===== config.mk =====
export PLATFORM = sky130hd
export DESIGN_NAME = interrupt_priority_and_trap_status
export DESIGN_NICKNAME = d
export VERILOG_FILES = /design/src/hdl/sticky_flag.v /design/src/hdl/interrupt_priority_and_trap_status.v
export VERILOG_INCLUDE_DIRS = /design/src /design/src/hdl
export SDC_FILE = /design/constraint.sdc
export NUM_CORES = 1
export LEC_CHECK = 0
export ABC_AREA = 1
export BUFFER_PORTS_ARGS = -buffer_cell sky130_fd_sc_hd__buf_2
export CAP_MARGIN = 15
export CORE_ASPECT_RATIO = 1.1
export CORE_MARGIN = 5
export CORE_UTILIZATION = 58
export CTS_CLUSTER_SIZE = 28
export DETAILED_ROUTE_END_ITERATION = 10
export PLACE_DENSITY = 0.81
export SYNTH_ARGS = -nofsm -noshare
export SYNTH_HDL_FRONTEND = slang
export SYNTH_SLANG_ARGS = --single-unit

===== constraint.sdc =====
create_clock -name aclk -period 18.4 [get_ports aclk]
set_input_delay 0.92 -clock aclk [delete_from_list [all_inputs] [get_ports aclk]]
set_output_delay 0.92 -clock aclk [all_outputs]
set_load 0.02 [all_outputs]

===== src/hdl/intc_defines.vh =====
// register offsets, field positions and reset values of the interrupt block
`ifndef INTC_DEFINES_VH
`define INTC_DEFINES_VH
`define NUM_SRC        16
`define OFS_FLAGS      12'h000
`define OFS_ENABLES    12'h004
`define OFS_PRIO_LO    12'h008
`define OFS_PRIO_HI    12'h00C
`define OFS_STATUS     12'h010
`define OFS_CORE       12'h014
`define OFS_CTL_ONE    12'h018
`define OFS_PENDING    12'h01C
`define IPL_LSB        5
`define IPL_TOP_BIT    3
`define NEST_BIT       15
`define OVA_BIT        14
`define OVB_BIT        13
`define COVA_BIT       12
`define COVB_BIT       11
`define OVA_TE_BIT     10
`define OVB_TE_BIT     9
`define COV_TE_BIT     8
`define SHIFT_BIT      7
`define DIV0_BIT       6
`define MATH_BIT       4
`define ADDR_BIT       3
`define STACK_BIT      2
`define OSC_BIT        1
`define CTL_ONE_WMASK  16'h8700
`define RST_WORD16     16'h0000
`define IPL_ALL_MASKED 3'h7
`define RESP_OKAY      2'h0
`define RESP_SLVERR    2'h2
`endif


===== src/hdl/sticky_flag.v =====
// one sticky event flag, set by hardware, cleared by software write
`timescale 1ns/1ps
module sticky_flag (
    input  wire aclk,
    input  wire aresetn,
    input  wire set_evt,
    input  wire clr_req,
    output reg  flag
);
    // set wins over a clear in the same cycle so no event is lost
    always @(posedge aclk) begin
        if (!aresetn)
            flag <= 1'b0;
        else if (set_evt)
            flag <= 1'b1;
        else if (clr_req)
            flag <= 1'b0;
    end
endmodule // sticky_flag


===== src/hdl/interrupt_priority_and_trap_status.v =====
// interrupt priority, cpu level and trap status block with axi4-lite port
`timescale 1ns/1ps
`include "intc_defines.vh"
module interrupt_priority_and_trap_status (
    input  wire        aclk,
    input  wire        aresetn,
    input  wire [11:0] s_axi_awaddr,
    input  wire        s_axi_awvalid,
    output reg         s_axi_awready,
    input  wire [31:0] s_axi_wdata,
    input  wire [3:0]  s_axi_wstrb,
    input  wire        s_axi_wvalid,
    output reg         s_axi_wready,
    output reg  [1:0]  s_axi_bresp,
    output reg         s_axi_bvalid,
    input  wire        s_axi_bready,
    input  wire [11:0] s_axi_araddr,
    input  wire        s_axi_arvalid,
    output reg         s_axi_arready,
    output reg  [31:0] s_axi_rdata,
    output reg  [1:0]  s_axi_rresp,
    output reg         s_axi_rvalid,
    input  wire        s_axi_rready,
    input  wire [15:0] source_event,
    input  wire        int_taken,
    input  wire        handler_return,
    input  wire        trap_entry,
    input  wire        acc_a_overflow_evt,
    input  wire        acc_b_overflow_evt,
    input  wire        acc_a_severe_evt,
    input  wire        acc_b_severe_evt,
    input  wire        bad_shift_evt,
    input  wire        divide_zero_evt,
    input  wire        address_fault_evt,
    input  wire        stack_fault_evt,
    input  wire        oscillator_fault_evt,
    output reg         cpu_irq,
    output reg         cpu_wake,
    output reg         acc_overflow_trap
);
    // ------------------------------------------------------------
    // registers
    // ------------------------------------------------------------
    wire [15:0] request_flag_regs;
    reg  [15:0] source_enable_regs;
    reg  [47:0] source_priority_regs;
    reg  [2:0]  cpu_level_low_bits;
    reg         cpu_level_top_bit;
    reg         nesting_lockout;
    reg  [2:0]  trap_enables;
    reg  [6:0]  pending_vector_number;
    reg  [3:0]  pending_level;
    reg  [2:0]  saved_level;
    wire [9:0]  trap_flags;
    reg  [11:0] wr_addr;
    reg  [31:0] wr_data;
    reg  [3:0]  wr_strb;
    reg         have_aw;
    reg         have_w;
    wire [3:0]  cpu_level = {cpu_level_top_bit, cpu_level_low_bits};
    // ------------------------------------------------------------
    // write channel: address and data taken in either order
    // ------------------------------------------------------------
    wire do_write = have_aw && have_w && !s_axi_bvalid;
    wire wr_lo    = do_write && wr_strb[0];
    wire wr_hi    = do_write && wr_strb[1];
    wire wr_mapped = (wr_addr <= `OFS_PENDING);
    always @(posedge aclk) begin
        if (!aresetn) begin
            have_aw       <= 1'b0;
            have_w        <= 1'b0;
            s_axi_awready <= 1'b0;
            s_axi_wready  <= 1'b0;
            s_axi_bvalid  <= 1'b0;
            s_axi_bresp   <= `RESP_OKAY;
            wr_addr       <= 12'h000;
            wr_data       <= 32'h0000_0000;
            wr_strb       <= 4'h0;
        end else begin
            s_axi_awready <= !have_aw && !s_axi_awready && s_axi_awvalid;
            s_axi_wready  <= !have_w && !s_axi_wready && s_axi_wvalid;
            if (s_axi_awvalid && s_axi_awready) begin
                have_aw <= 1'b1;
                wr_addr <= s_axi_awaddr;
            end
            if (s_axi_wvalid && s_axi_wready) begin
                have_w  <= 1'b1;
                wr_data <= s_axi_wdata;
                wr_strb <= s_axi_wstrb;
            end
            if (do_write) begin
                have_aw      <= 1'b0;
                have_w       <= 1'b0;
                s_axi_bvalid <= 1'b1;
                s_axi_bresp  <= wr_mapped ? `RESP_OKAY : `RESP_SLVERR;
            end else if (s_axi_bvalid && s_axi_bready) begin
                s_axi_bvalid <= 1'b0;
            end
        end
    end
    // ------------------------------------------------------------
    // request flags: one sticky cell per source
    // ------------------------------------------------------------
    wire flag_wr = wr_lo && wr_hi && (wr_addr == `OFS_FLAGS);
    genvar gi;
    generate
        for (gi = 0; gi < `NUM_SRC; gi = gi + 1) begin : g_flag
            sticky_flag u_flag (
                .aclk    (aclk),
                .aresetn (aresetn),
                .set_evt (source_event[gi]),
                .clr_req (flag_wr && !wr_data[gi]),
                .flag    (request_flag_regs[gi])
            );
        end
    endgenerate
    // ------------------------------------------------------------
    // trap cause flags, cleared by writing zero to control one
    // ------------------------------------------------------------
    wire ctl_wr = wr_lo && wr_hi && (wr_addr == `OFS_CTL_ONE);
    wire [9:0] trap_set = {acc_a_overflow_evt & trap_enables[2],
        acc_b_overflow_evt & trap_enables[1],
        acc_a_severe_evt & trap_enables[0],
        acc_b_severe_evt & trap_enables[0],
        bad_shift_evt, divide_zero_evt,
        bad_shift_evt | divide_zero_evt,
        address_fault_evt, stack_fault_evt, oscillator_fault_evt};
    wire [9:0] trap_wbit = {wr_data[`OVA_BIT], wr_data[`OVB_BIT],
        wr_data[`COVA_BIT], wr_data[`COVB_BIT], wr_data[`SHIFT_BIT],
        wr_data[`DIV0_BIT], wr_data[`MATH_BIT], wr_data[`ADDR_BIT],
        wr_data[`STACK_BIT], wr_data[`OSC_BIT]};
    generate
        for (gi = 0; gi < 10; gi = gi + 1) begin : g_trap
            sticky_flag u_trap (
                .aclk    (aclk),
                .aresetn (aresetn),
                .set_evt (trap_set[gi]),
                .clr_req (ctl_wr && !trap_wbit[gi]),
                .flag    (trap_flags[gi])
            );
        end
    endgenerate
    // ------------------------------------------------------------
    // arbitration: highest priority, lowest vector wins
    // ------------------------------------------------------------
    reg [2:0] best_prio;
    reg [6:0] best_vec;
    integer   i;
    always @* begin
        best_prio = 3'h0;
        best_vec  = 7'h00;
        for (i = `NUM_SRC - 1; i >= 0; i = i - 1) begin
            // scanning downward with >= lets lower vectors win ties
            if (request_flag_regs[i] && source_enable_regs[i] &&
                    source_priority_regs[3*i +: 3] != 3'h0 &&
                    source_priority_regs[3*i +: 3] >= best_prio) begin
                best_prio = source_priority_regs[3*i +: 3];
                best_vec  = i[6:0];
            end
        end
    end
    // strict compare against full 4-bit level, so top bit blocks all
    wire want_irq = ({1'b0, best_prio} > cpu_level);
    // ------------------------------------------------------------
    // cpu level, enables, priorities and trap enables
    // ------------------------------------------------------------
    always @(posedge aclk) begin
        if (!aresetn) begin
            source_enable_regs    <= `RST_WORD16;
            source_priority_regs  <= 48'h0000_0000_0000;
            cpu_level_low_bits    <= 3'h0;
            cpu_level_top_bit     <= 1'b0;
            nesting_lockout       <= 1'b0;
            trap_enables          <= 3'h0;
            pending_vector_number <= 7'h00;
            pending_level         <= 4'h0;
            saved_level           <= 3'h0;
            cpu_irq               <= 1'b0;
            cpu_wake              <= 1'b0;
            acc_overflow_trap     <= 1'b0;
        end else begin
            cpu_irq  <= want_irq;
            cpu_wake <= (best_prio != 3'h0);
            acc_overflow_trap <= |trap_set[9:6];
            if (want_irq) begin
                pending_vector_number <= best_vec;
                pending_level         <= {1'b0, best_prio};
            end
            // top bit set by trap entry, cleared by handler return; no software path
            if (trap_entry)
                cpu_level_top_bit <= 1'b1;
            else if (handler_return)
                cpu_level_top_bit <= 1'b0;
            if (int_taken) begin
                saved_level <= cpu_level_low_bits;
                if (nesting_lockout)
                    cpu_level_low_bits <= `IPL_ALL_MASKED;
                else
                    cpu_level_low_bits <= pending_level[2:0];
            end else if (handler_return) begin
                cpu_level_low_bits <= saved_level;
            end else if (wr_lo && wr_addr == `OFS_STATUS &&
                    !nesting_lockout) begin
                cpu_level_low_bits <= wr_data[`IPL_LSB +: 3];
            end
            if (wr_lo && wr_hi && wr_addr == `OFS_ENABLES)
                source_enable_regs <= wr_data[15:0];
            if (wr_lo && wr_hi && wr_addr == `OFS_PRIO_LO)
                source_priority_regs[23:0] <= wr_data[23:0];
            if (wr_lo && wr_hi && wr_addr == `OFS_PRIO_HI)
                source_priority_regs[47:24] <= wr_data[23:0];
            if (ctl_wr) begin
                nesting_lockout <= wr_data[`NEST_BIT];
                trap_enables <= {wr_data[`OVA_TE_BIT],
                    wr_data[`OVB_TE_BIT], wr_data[`COV_TE_BIT]};
            end
        end
    end
    // ------------------------------------------------------------
    // read channel, one cycle after address taken
    // ------------------------------------------------------------
    reg [31:0] rd_word;
    reg        rd_ok;
    always @* begin
        rd_word = 32'h0000_0000;
        rd_ok   = 1'b1;
        if (s_axi_araddr == `OFS_FLAGS)
            rd_word[15:0] = request_flag_regs;
        else if (s_axi_araddr == `OFS_ENABLES)
            rd_word[15:0] = source_enable_regs;
        else if (s_axi_araddr == `OFS_PRIO_LO)
            rd_word[23:0] = source_priority_regs[23:0];
        else if (s_axi_araddr == `OFS_PRIO_HI)
            rd_word[23:0] = source_priority_regs[47:24];
        else if (s_axi_araddr == `OFS_STATUS)
            rd_word[`IPL_LSB +: 3] = cpu_level_low_bits;
        else if (s_axi_araddr == `OFS_CORE)
            rd_word[`IPL_TOP_BIT] = cpu_level_top_bit;
        else if (s_axi_araddr == `OFS_CTL_ONE)
            rd_word[15:0] = {nesting_lockout, trap_flags[9:6],
                trap_enables, trap_flags[5:4], 1'b0, trap_flags[3:0],
                1'b0};
        else if (s_axi_araddr == `OFS_PENDING)
            rd_word[15:0] = {4'h0, pending_level, 1'b0,
                pending_vector_number};
        else
            rd_ok = 1'b0;
    end
    always @(posedge aclk) begin
        if (!aresetn) begin
            s_axi_arready <= 1'b0;
            s_axi_rvalid  <= 1'b0;
            s_axi_rdata   <= 32'h0000_0000;
            s_axi_rresp   <= `RESP_OKAY;
        end else begin
            s_axi_arready <= s_axi_arvalid && !s_axi_arready &&
                !s_axi_rvalid;
            if (s_axi_arvalid && s_axi_arready) begin
                s_axi_rvalid <= 1'b1;
                s_axi_rdata  <= rd_word;
                s_axi_rresp  <= rd_ok ? `RESP_OKAY : `RESP_SLVERR;
            end else if (s_axi_rvalid && s_axi_rready) begin
                s_axi_rvalid <= 1'b0;
            end
        end
    end
endmodule // interrupt_priority_and_trap_status


After elaboration in Yosys (flattened, before gate mapping)
Index checks and enable logic that the tools add are counted.
- flip-flop bits (word level): 187
- input port bits: 95
- output and inout port bits: 44
- logic and storage cells: 379
- magnitude comparators: 18
- equality and inequality tests: 12
- mux-type cells: 119
- bitwise logic cells: 6
- reduce and logical (&&, ||, !) cells: 172
- operators with widths (operator ; count):
    $mux 7 ; 15
    $logic_and 1x1->1 ; 97
    $eq 12x5->1 const B ; 6
    $mux 1 ; 67
    $mux 3 ; 22
    $mux 16 ; 4
    $reduce_bool 2->1 ; 29
    $reduce_bool 3->1 ; 18
    $eq 12x4->1 const B ; 4
    $ge 3x3->1 ; 15
    $mux 8 ; 4
    $eq 12x3->1 const B ; 2
    $logic_not 1->1 ; 24
    $logic_not 12->1 ; 2
    $mux 24 ; 1
    $le 12x5->1 const B ; 1
    $mux 12 ; 1
    $mux 11 ; 1
    $mux 5 ; 1
    $and 1x1->1 ; 4
    $gt 3x4->1 ; 1
    $mux 2 ; 2
    $mux 4 ; 1
    $reduce_or 4->1 ; 1
    other kinds (4) ; 4

Depth between registers and ports, before layout
Gate-level depths: netlist of the first run.
- depth in word-level cells: 50
- mapped depth: 149
- depth with buffers taken out: 149

By module
Synthesis of the first run repeated with hierarchy kept, for this count alone.
- cells, all modules: 1448
- area, all modules: 10012.1 um2
- by module, submodules not included (module ; times used ; cells each ; area each (um2) ; sequential area each (um2)):
    interrupt_priority_and_trap_status ; 1 ; 1292 ; 8873.5 ; 3123.0
    sticky_flag ; 26 ; 6 ; 43.8 ; 20.0

Least setup slack after synthesis of the first run
OpenSTA, ideal clock, no wires.
- path type: reg-to-reg
- start: register source_priority_regs[47]
- end: register pending_vector_number[0]
- setup time: 0.070 ns
- arrival: 15.008 ns
- required time: 18.330 ns
- slack: 3.322 ns
- cell stages (with the launch flop): 140
- buffers on the path: 0
- period minus slack after synthesis: 15.078 ns
- path through: dfxtp_1 nor2_1 nand2_1 and3_1 inv_1 nor2_1 ha_1 inv_1 nand2_1 nand2_1 nand2_1 nand2_2 o21ai_0 ha_1 inv_1 nand2_1 o21ai_0 inv_1 [104 not listed] inv_1 nand2_1 o21ai_0 inv_1 nand2_2 nand2_4 nand2_4 nand2_2 nand2_2 inv_1 ha_1 nand3_1 nand2_1 nor2_1 clkinv_1 a21oi_1 nand2_1 a21oi_1
- cells in the longest elaborated chain, start to end: 50
- elaborated cells between the ends (all ways): 67
- those cells by class: order compare (17); mux (32); reduce/logical (18)
- ends and longest elaborated chain (element ; line ; text):
    start: declaration ; interrupt_priority_and_trap_status.v:46 ; reg [47:0] source_priority_regs;
    start signal: assignment ; interrupt_priority_and_trap_status.v:211 ; source_priority_regs[47:24] <= wr_data[23:0];
    branches (longest 3 deep; another with $ge 3x1->1) ; - ;
    $mux 3 * ; interrupt_priority_and_trap_status.v:154 ; if (request_flag_regs[i] && source_enable_regs[i] &&
    $ge 3x3->1 ; interrupt_priority_and_trap_status.v:156 ; source_priority_regs[3*i +: 3] >= best_prio) begin
    $logic_and 1x1->1 ; interrupt_priority_and_trap_status.v:155 ; source_priority_regs[3*i +: 3] != 3'h0 &&
    $mux 3 * ; interrupt_priority_and_trap_status.v:154 ;
    $ge 3x3->1 ; interrupt_priority_and_trap_status.v:156 ;
    $logic_and 1x1->1 ; interrupt_priority_and_trap_status.v:155 ;
    $mux 3 * ; interrupt_priority_and_trap_status.v:154 ;
    [33 not listed] ; - ;
    $ge 3x3->1 ; interrupt_priority_and_trap_status.v:156 ;
    $logic_and 1x1->1 ; interrupt_priority_and_trap_status.v:155 ;
    $mux 3 * ; interrupt_priority_and_trap_status.v:154 ;
    $ge 3x3->1 ; interrupt_priority_and_trap_status.v:156 ;
    $logic_and 1x1->1 ; interrupt_priority_and_trap_status.v:155 ;
    $mux 3 * ; interrupt_priority_and_trap_status.v:154 ;
    net best_prio[2] ; interrupt_priority_and_trap_status.v:146 ; reg [2:0] best_prio;
    $gt 3x4->1 * ; interrupt_priority_and_trap_status.v:163 ; wire want_irq = ({1'b0, best_prio} > cpu_level);
    end signal: assignment ; interrupt_priority_and_trap_status.v:186 ; pending_vector_number <= best_vec;
    end: declaration ; interrupt_priority_and_trap_status.v:51 ; reg [6:0] pending_vector_number;
Mark *: on every way through the listed nets, which the timed path passes.
A chain may end at the register's enable or synchronous reset.

Final worst setup path of the first run
- start: register g_flag[15].u_flag.flag
- end: register pending_vector_number[3]
- cells in the longest elaborated chain, start to end: 50
- elaborated cells between the ends (all ways): 66
- those cells by class: order compare (16); mux (32); reduce/logical (18)
- ends and longest elaborated chain (element ; line ; text):
    start: declaration ; sticky_flag.v:8 ; output reg flag
    start signal: assignment ; sticky_flag.v:13 ; flag <= 1'b0;
    start signal: assignment ; sticky_flag.v:15 ; flag <= 1'b1;
    start signal: assignment ; sticky_flag.v:17 ; flag <= 1'b0;
    $logic_and 1x1->1 * (2 in series) ; interrupt_priority_and_trap_status.v:154 ;
    $logic_and 1x1->1 * ; interrupt_priority_and_trap_status.v:155 ;
    $mux 3 * ; interrupt_priority_and_trap_status.v:154 ;
    $ge 3x3->1 ; interrupt_priority_and_trap_status.v:156 ;
    $logic_and 1x1->1 ; interrupt_priority_and_trap_status.v:155 ;
    $mux 3 * ; interrupt_priority_and_trap_status.v:154 ;
    $ge 3x3->1 ; interrupt_priority_and_trap_status.v:156 ;
    $logic_and 1x1->1 ; interrupt_priority_and_trap_status.v:155 ;
    [34 not listed] ; - ;
    $ge 3x3->1 ; interrupt_priority_and_trap_status.v:156 ;
    $logic_and 1x1->1 ; interrupt_priority_and_trap_status.v:155 ;
    $mux 3 * ; interrupt_priority_and_trap_status.v:154 ;
    $ge 3x3->1 ; interrupt_priority_and_trap_status.v:156 ;
    $logic_and 1x1->1 ; interrupt_priority_and_trap_status.v:155 ;
    $mux 3 * ; interrupt_priority_and_trap_status.v:154 ;
    net best_prio[2] ; interrupt_priority_and_trap_status.v:146 ;
    $gt 3x4->1 * ; interrupt_priority_and_trap_status.v:163 ;
Mark *: on every way through the listed nets, which the timed path passes. The rest lies on a longest branch.

==> results.yml, run 1 <==
die:
  rows: 49
  io_pins: 139
  die_w_um: 132
  initial_core_util_pct: 58.5
  core_mm2: 0.0162
  design.die.area_mm2: 0.0190
  die_y_um: 144
timing:
  holdWs_ns: 0.432
  fin_crit_sh_pct: 91.1
  fin_crit_ns: 16.75
  timing.fmax_mhz: 59.7
  skew_ns: 0.00884
  finalMaxSlewViolations: 0
  setup_violations: 0
  worstMarginPinSlew_ns: 1.02
  finalHoldViolations: 0
  relSlewSlack_pct: 31.2
synth:
  synth_seq_cells: 182
  async_reset_ff_share_pct: 0
  synth_ff_type: "dfxtp_1"
  synth_top_area_share_pct: 38.5
  syn-cell-area_mm2: 0.00947
  ys_types: 44
  yosysWarnings: 0
  synth_area_leaders: "dfxtp_1 38%, o21ai_0 10%, a21oi_1 8.6%"
  syn_area_per_cell_um2: 7.00
  synth_top_area_cell: "dfxtp_1"
  synth_edf_count: 0
  syn_inst: 1352
  ys_seq_area_share_pct: 38.5
cts:
  cts_made_buffers: 17
  clk_path_buf_depth: 2
  cts.htree.levels: 4
  clk_pin_slew_ns: 0.07
  cts_tree: "done"
  cts-root-buf: "clkbuf_16"
  cts_setup_buffers: 0
  ctsHoldBuffers: 0
  cts.sinks: 182
  clk_latency_ns: 0.44
layout:
  layout_commonest_cell: "inv_1"
  regArea_mm2: 0.00364
  final-instance-count-excl-fill: 1658
  n_antenna_cell: 0
  n_fill_cell: 1444
  final_cell_mix: "186 x inv_1, 183 x nand2_1, 183 x o21ai_0, 182 x dfxtp_1, 162 x a21oi_1"
  multi_input_area_mm2: 0.00491
  fin_util_pct: 66.7
  drive_gt1_share_pct: 16.5
  area_growth_pct: 14.1
  nets: 1561
route:
  ant_nets: 0
  via_per_inst: 5.75
  routedWlPerCell_um: 16.7
  wl_mm: 27.7
  drt_iter0_drc: 890
  vias: 9541
  firstDrtPassIters: 5
  drc: 0
worst_hold_path:
  hold_class: "reg -> reg"
critical_path:
  cp_common_cell: "nand2_1"
  ff2ff_setup_slack_ns: 1.65
  ff2ff_path_depth: 137
  crit_path_max_fanout: 9
  max_stage_delay_ns: 0.43
  arrival_ns: 17.12
  slowest_stage: "dfxtp_1"
  crit_start: "g_flag[15].u_flag.flag"
  required_ns: 18.77
  end_kind: "register"
  crit_end: "pending_vector_number[3]"
  worstSetupPathType: "reg -> reg"
  reg2reg_to: "pending_vector_number[3]"
  r2r-start: "g_flag[15].u_flag.flag"
  worst_setup_path_start_kind: "register"
place:
  place.gp.congestion: 0.991
  dp.cells: 1626
  port_buffers: 118
  dpl.hpwl_mm: 20.2
global_route:
  grtUsageMet3_pct: 6.78
  track_usage_pct: 28.6
  met2_usage_pct: 46.6
  grt_pass1_vias: 8942
  grt.busiest_layer: "met2"
  grt_pass1_wl_mm: 44.0
  grt_util_met1_pct: 36.5
  grt_max_degree: 118
  grt-ovfl-total: 0
  grt_antenna_before_repair: 0
run_status:
  outcome: "finished clean"
run:
  cap_violations: 0
pwr:
  peakVddDrop_uv: 66.3
  power.leakage_nw: 4.43
  powerDensity_mw_per_mm2: 78.8
cell type report:
class                      instances  share of cell area, %
timing repair buffer             127                   6.09
inverter                         190                   6.63
multi-input combinational        923                   45.4
clock buffer                      18                   4.07
clock inverter                    14                   1.67
tap                              204                   2.36
sequential                       182                   33.7
state kept, by name (all words and copies together), names as in the netlist, 4 cells and up:
name / flops
wr_addr: 12
g_trap.u_trap.flag: 10
source_enable_regs: 16
pending_vector_number: 4
source_priority_regs: 48
g_flag.u_flag.flag: 16
s_axi_rdata: 24
wr_data: 24
cell usage after synthesis, drive strengths merged (3+ instances only):
cell type / n
nand3: 98
nand2: 229
nor3: 15
nand4: 3
a221oi: 6
a311oi: 3
a21oi: 165
buf: 14
nor2: 117
dfxtp: 182
o21ai: 193
a31oi: 13
o211ai: 16
ha: 25
clkbuf: 52
inv: 188
o221ai: 11
a41oi: 3
worst min-delay path by stage:
stage               startpoint            end  slack, ns  cells past startpoint
floorplan               have_w   s_axi_wready       0.40                      1
global route            have_w   s_axi_wready       0.45                      1
CTS                     have_w   s_axi_wready       0.43                      1
global placement       have_aw  s_axi_awready       0.41                      1
finish                  have_w   s_axi_wready       0.43                      1
detailed placement      have_w   s_axi_wready       0.42                      1
report_power, final:
group | internal (mW) | switching, mW | total, mW
logic | 0.0191 | 0.0348 | 0.0539
registers | 0.404 | 0.00989 | 0.414
clock network | 0.211 | 0.173 | 0.383
metrics by stage:
stage	setup WS (ns)	total power, mW	TNS (ns)	cell area (um^2)
global placement	1.51	0.473	0	10100
floorplan	3.32	0.454	0	9500
global route	-0.0549	0.877	-0.141	10800
detailed placement	1.01	0.475	0	10100
finish	1.65	0.851	0	10800
CTS	0.926	0.850	0	10800
cells by family (layout without fill, tap and decap cells):
kind of cell               after synthesis  in the layout  synth area share [%]
and+or+nand+nor                        470            470                  23.5
AOI/OAI and AO/OA                      418            418                  24.1
buffers and inverters                  256            349                  10.6
DFF                                    182            182                  38.5
adders and majority gates               25             25                  3.30
other                                    1             10                0.0396
worst max-delay path, delay by kind of cell (launching register included):
family | cells | cell delay, ns
flip-flops | 1 | 0.43
buffers and inverters | 20 | 1.29
AO/OA/AOI/OAI | 23 | 3.05
adder cells (fa/ha/maj) | 16 | 4.51
AND/OR/NAND/NOR | 78 | 7.35
metal layers:
layer	wire length [um]	share of wire [%]
met2	12500	45
met4	936	3.4
met3	2730	9.9
met5	0	0
met1	11500	41
what timing repair did:
item	4_1_cts	5_1_grt
gates resized for setup	0	20
endpoints found under the hold margin	0	0
setup endpoints to repair	0	8
No activity file was read; power rests on OpenSTA's default activity.
==> run 2, diff against run 1 <==
--- a/config.mk
+++ b/config.mk
@@ -7,14 +7,14 @@
 export NUM_CORES = 1
 export LEC_CHECK = 0
 export ABC_AREA = 1
-export BUFFER_PORTS_ARGS = -buffer_cell sky130_fd_sc_hd__buf_2
 export CAP_MARGIN = 15
 export CORE_ASPECT_RATIO = 1.1
 export CORE_MARGIN = 5
-export CORE_UTILIZATION = 58
+export CORE_UTILIZATION = 60
 export CTS_CLUSTER_SIZE = 28
 export DETAILED_ROUTE_END_ITERATION = 10
-export PLACE_DENSITY = 0.81
+export DONT_BUFFER_PORTS = 1
+export PLACE_DENSITY = 0.76
 export SYNTH_ARGS = -nofsm -noshare
 export SYNTH_HDL_FRONTEND = slang
 export SYNTH_SLANG_ARGS = --single-unit
==> run 2 against run 1 <==
Sequential power barely moved. Utilization fell by 1.8 points. Combinational power fell by 26%. Register-to-register slack improved by 0.06 ns. Non-clock buffer count fell by 118. Final cell count fell by 7.4%. Die area fell by 3.1%. Critical endpoint is now pending_vector_number[0]. Largest cell class unchanged. Largest power group unchanged.
==> results.yml, run 2 (same netlist as run 1, synthesis figures left out) <==
pwr:
  p_sw_mw: 0.198
  clkPwrFrac_pct: 43.6
  switching_share_pct: 24.5
  power.leakage_nw: 3.88
  pwr-share-comb_pct: 4.9
  p_int_mw: 0.609
  powerDensity_mw_per_mm2: 79.7
  peakVddDrop_uv: 74.3
  p_seq_share_pct: 51.5
layout:
  largestRegisters: "source_priority_regs (48), s_axi_rdata (24), wr_data (24)"
  n_fill_cell: 1448
  drive_gt1_share_pct: 8.83
  nets: 1444
  multi_input_area_mm2: 0.00488
  layout_commonest_cell: "inv_1"
  largest_reg_flops: 48
  final_cell_mix: "186 x inv_1, 183 x nand2_1, 183 x o21ai_0, 181 x dfxtp_1, 163 x a21oi_1"
  top_register: "source_priority_regs"
  n_antenna_cell: 0
  regArea_mm2: 0.00364
  area_growth_pct: 7.03
timing:
  fin_crit_ns: 16.69
  rsz0062_at_grt: "no"
  worstMarginPinSlew_ns: 1.07
  timing.fmax_mhz: 59.9
  finalHoldViolations: 0
  holdWs_ns: 0.418
  finalMaxSlewViolations: 0
  skew_ns: 0.00648
  setup_violations: 0
  fin_crit_sh_pct: 90.7
  final.setup.tns_ns: 0
  relSlewSlack_pct: 28.0
critical_path:
  worstSetupPathType: "reg -> reg"
  max_stage_delay_ns: 0.41
  arrival_ns: 17.05
  ff2ff_setup_slack_ns: 1.71
  cp_num_buf_inv: 21
  crit_path_max_fanout: 9
  r2r-start: "source_enable_regs[15]"
  slowest_stage: "dfxtp_1"
  cp_common_cell: "nand2_1"
  reg2reg_to: "pending_vector_number[0]"
  ff2ff_path_depth: 138
  critPathTopFamily: "simple AND/OR/NAND/NOR gates"
  worst_setup_path_start_kind: "register"
  end_kind: "register"
  required_ns: 18.75
cts:
  clk_latency_ns: 0.43
  cts_tree: "done"
  clk_path_buf_depth: 2
  cts_made_buffers: 17
  cts.htree.levels: 4
  ctsHoldBuffers: 0
  clk_pin_slew_ns: 0.07
  cts.sinks: 182
  cts-root-buf: "clkbuf_16"
die:
  die_y_um: 142
  design.die.area_mm2: 0.0184
  initial_core_util_pct: 60.6
  rows: 48
  die_w_um: 130
  core_mm2: 0.0156
  io_pins: 139
route:
  firstDrtPassIters: 7
  vias: 9080
  ant_nets: 0
  drc: 0
  wl_mm: 27.1
  drt_iter0_drc: 924
  routedWlPerCell_um: 17.7
  via_per_inst: 5.91
worst_hold_path:
  hold_depth: 1
  hold_start: "have_w"
  hold_end: "s_axi_wready"
  hold_class: "reg -> reg"
global_route:
  grt_pass1_wl_mm: 42.6
  grt-ovfl-total: 0
  track_usage_pct: 29.4
  grt_antenna_before_repair: 1
  grt_pass1_vias: 8397
  grt_max_degree: 118
place:
  place.gp.congestion: 0.973
  port_buffers: 0
  dpl.hpwl_mm: 19.7
run_status:
  outcome: "finished clean"
run:
  cap_violations: 0
-- run 2: changes by cell type in the layout (fill, tap and decap cells not counted), moves of 2 or more --
cell / change
buf_2: -118
clkinvlp_4: +3
clkinv_2: +2
inv_8: -2
-- run 2: area by class of cell --
cell class	instances	share of cell area (%)
flip-flops and latches	182	36.0
clock buffers	19	4.37
repair buffers	9	0.667
inverters	190	7.08
repair inverters	1	0.0741
well taps	200	2.47
multi-input cells	923	48.2
clock inverters	12	1.19
-- run 2: worst register-to-register path: cells and delay by family (launching register included) --
kind	cells	cell delay, ns
fa+ha+maj	16	4.41
flops	1	0.41
buf+inv	21	1.59
compound gates	22	2.93
simple gates	79	7.25
-- run 2: timing repair --
action / CTS / global route
gates resized for setup: 0 / 16
endpoints found under the setup margin: 0 / 8
buffers inserted: 0 / 1
-- run 2: routing by layer --
metal,global-route usage [%],part of all wire (%)
met2,45.6,46
met3,8.40,10
met1,38.8,41
met4,11.4,3.7
met5,0,0.048
-- run 2: metrics by stage --
step | cell area (um^2) | worst slack (ns) | power, mW | instances | util (%)
6_report | 10100 | 1.71 | 0.807 | 1536 | 64.9
5_1_grt | 10100 | 0.00389 | 0.833 | 1536 | 64.9
4_1_cts | 10100 | 1.31 | 0.806 | 1534 | 64.6
3_5_place_dp | 9530 | 1.44 | 0.462 | 1503 | 61.0
3_3_place_gp | 9530 | 1.65 | 0.460 | 1503 | 61.0
2_1_floorplan | 9500 | 3.32 | 0.454 | 1361 | -
-- run 2: worst max path at each step --
stage	from	to	slack [ns]	cells after the start
after floorplan	source_priority_regs[47]	pending_vector_number[0]	3.32	139
after global placement	source_priority_regs[47]	pending_vector_number[0]	1.65	138
after detailed placement	source_priority_regs[47]	pending_vector_number[0]	1.44	140
after CTS	source_priority_regs[47]	pending_vector_number[0]	1.31	138
after global routing	source_priority_regs[47]	pending_vector_number[0]	0.004	142
final	source_enable_regs[15]	pending_vector_number[0]	1.71	138
-- run 2: power by group through the flow --
stage                     sequential, mW  combinational, mW  clock, mW
after floorplan                    0.419             0.0345          0
after global placement             0.424             0.0368          0
after detailed placement           0.424             0.0380          0
after CTS                          0.415             0.0385      0.353
after global routing               0.416             0.0452      0.371
final                              0.416             0.0398      0.352
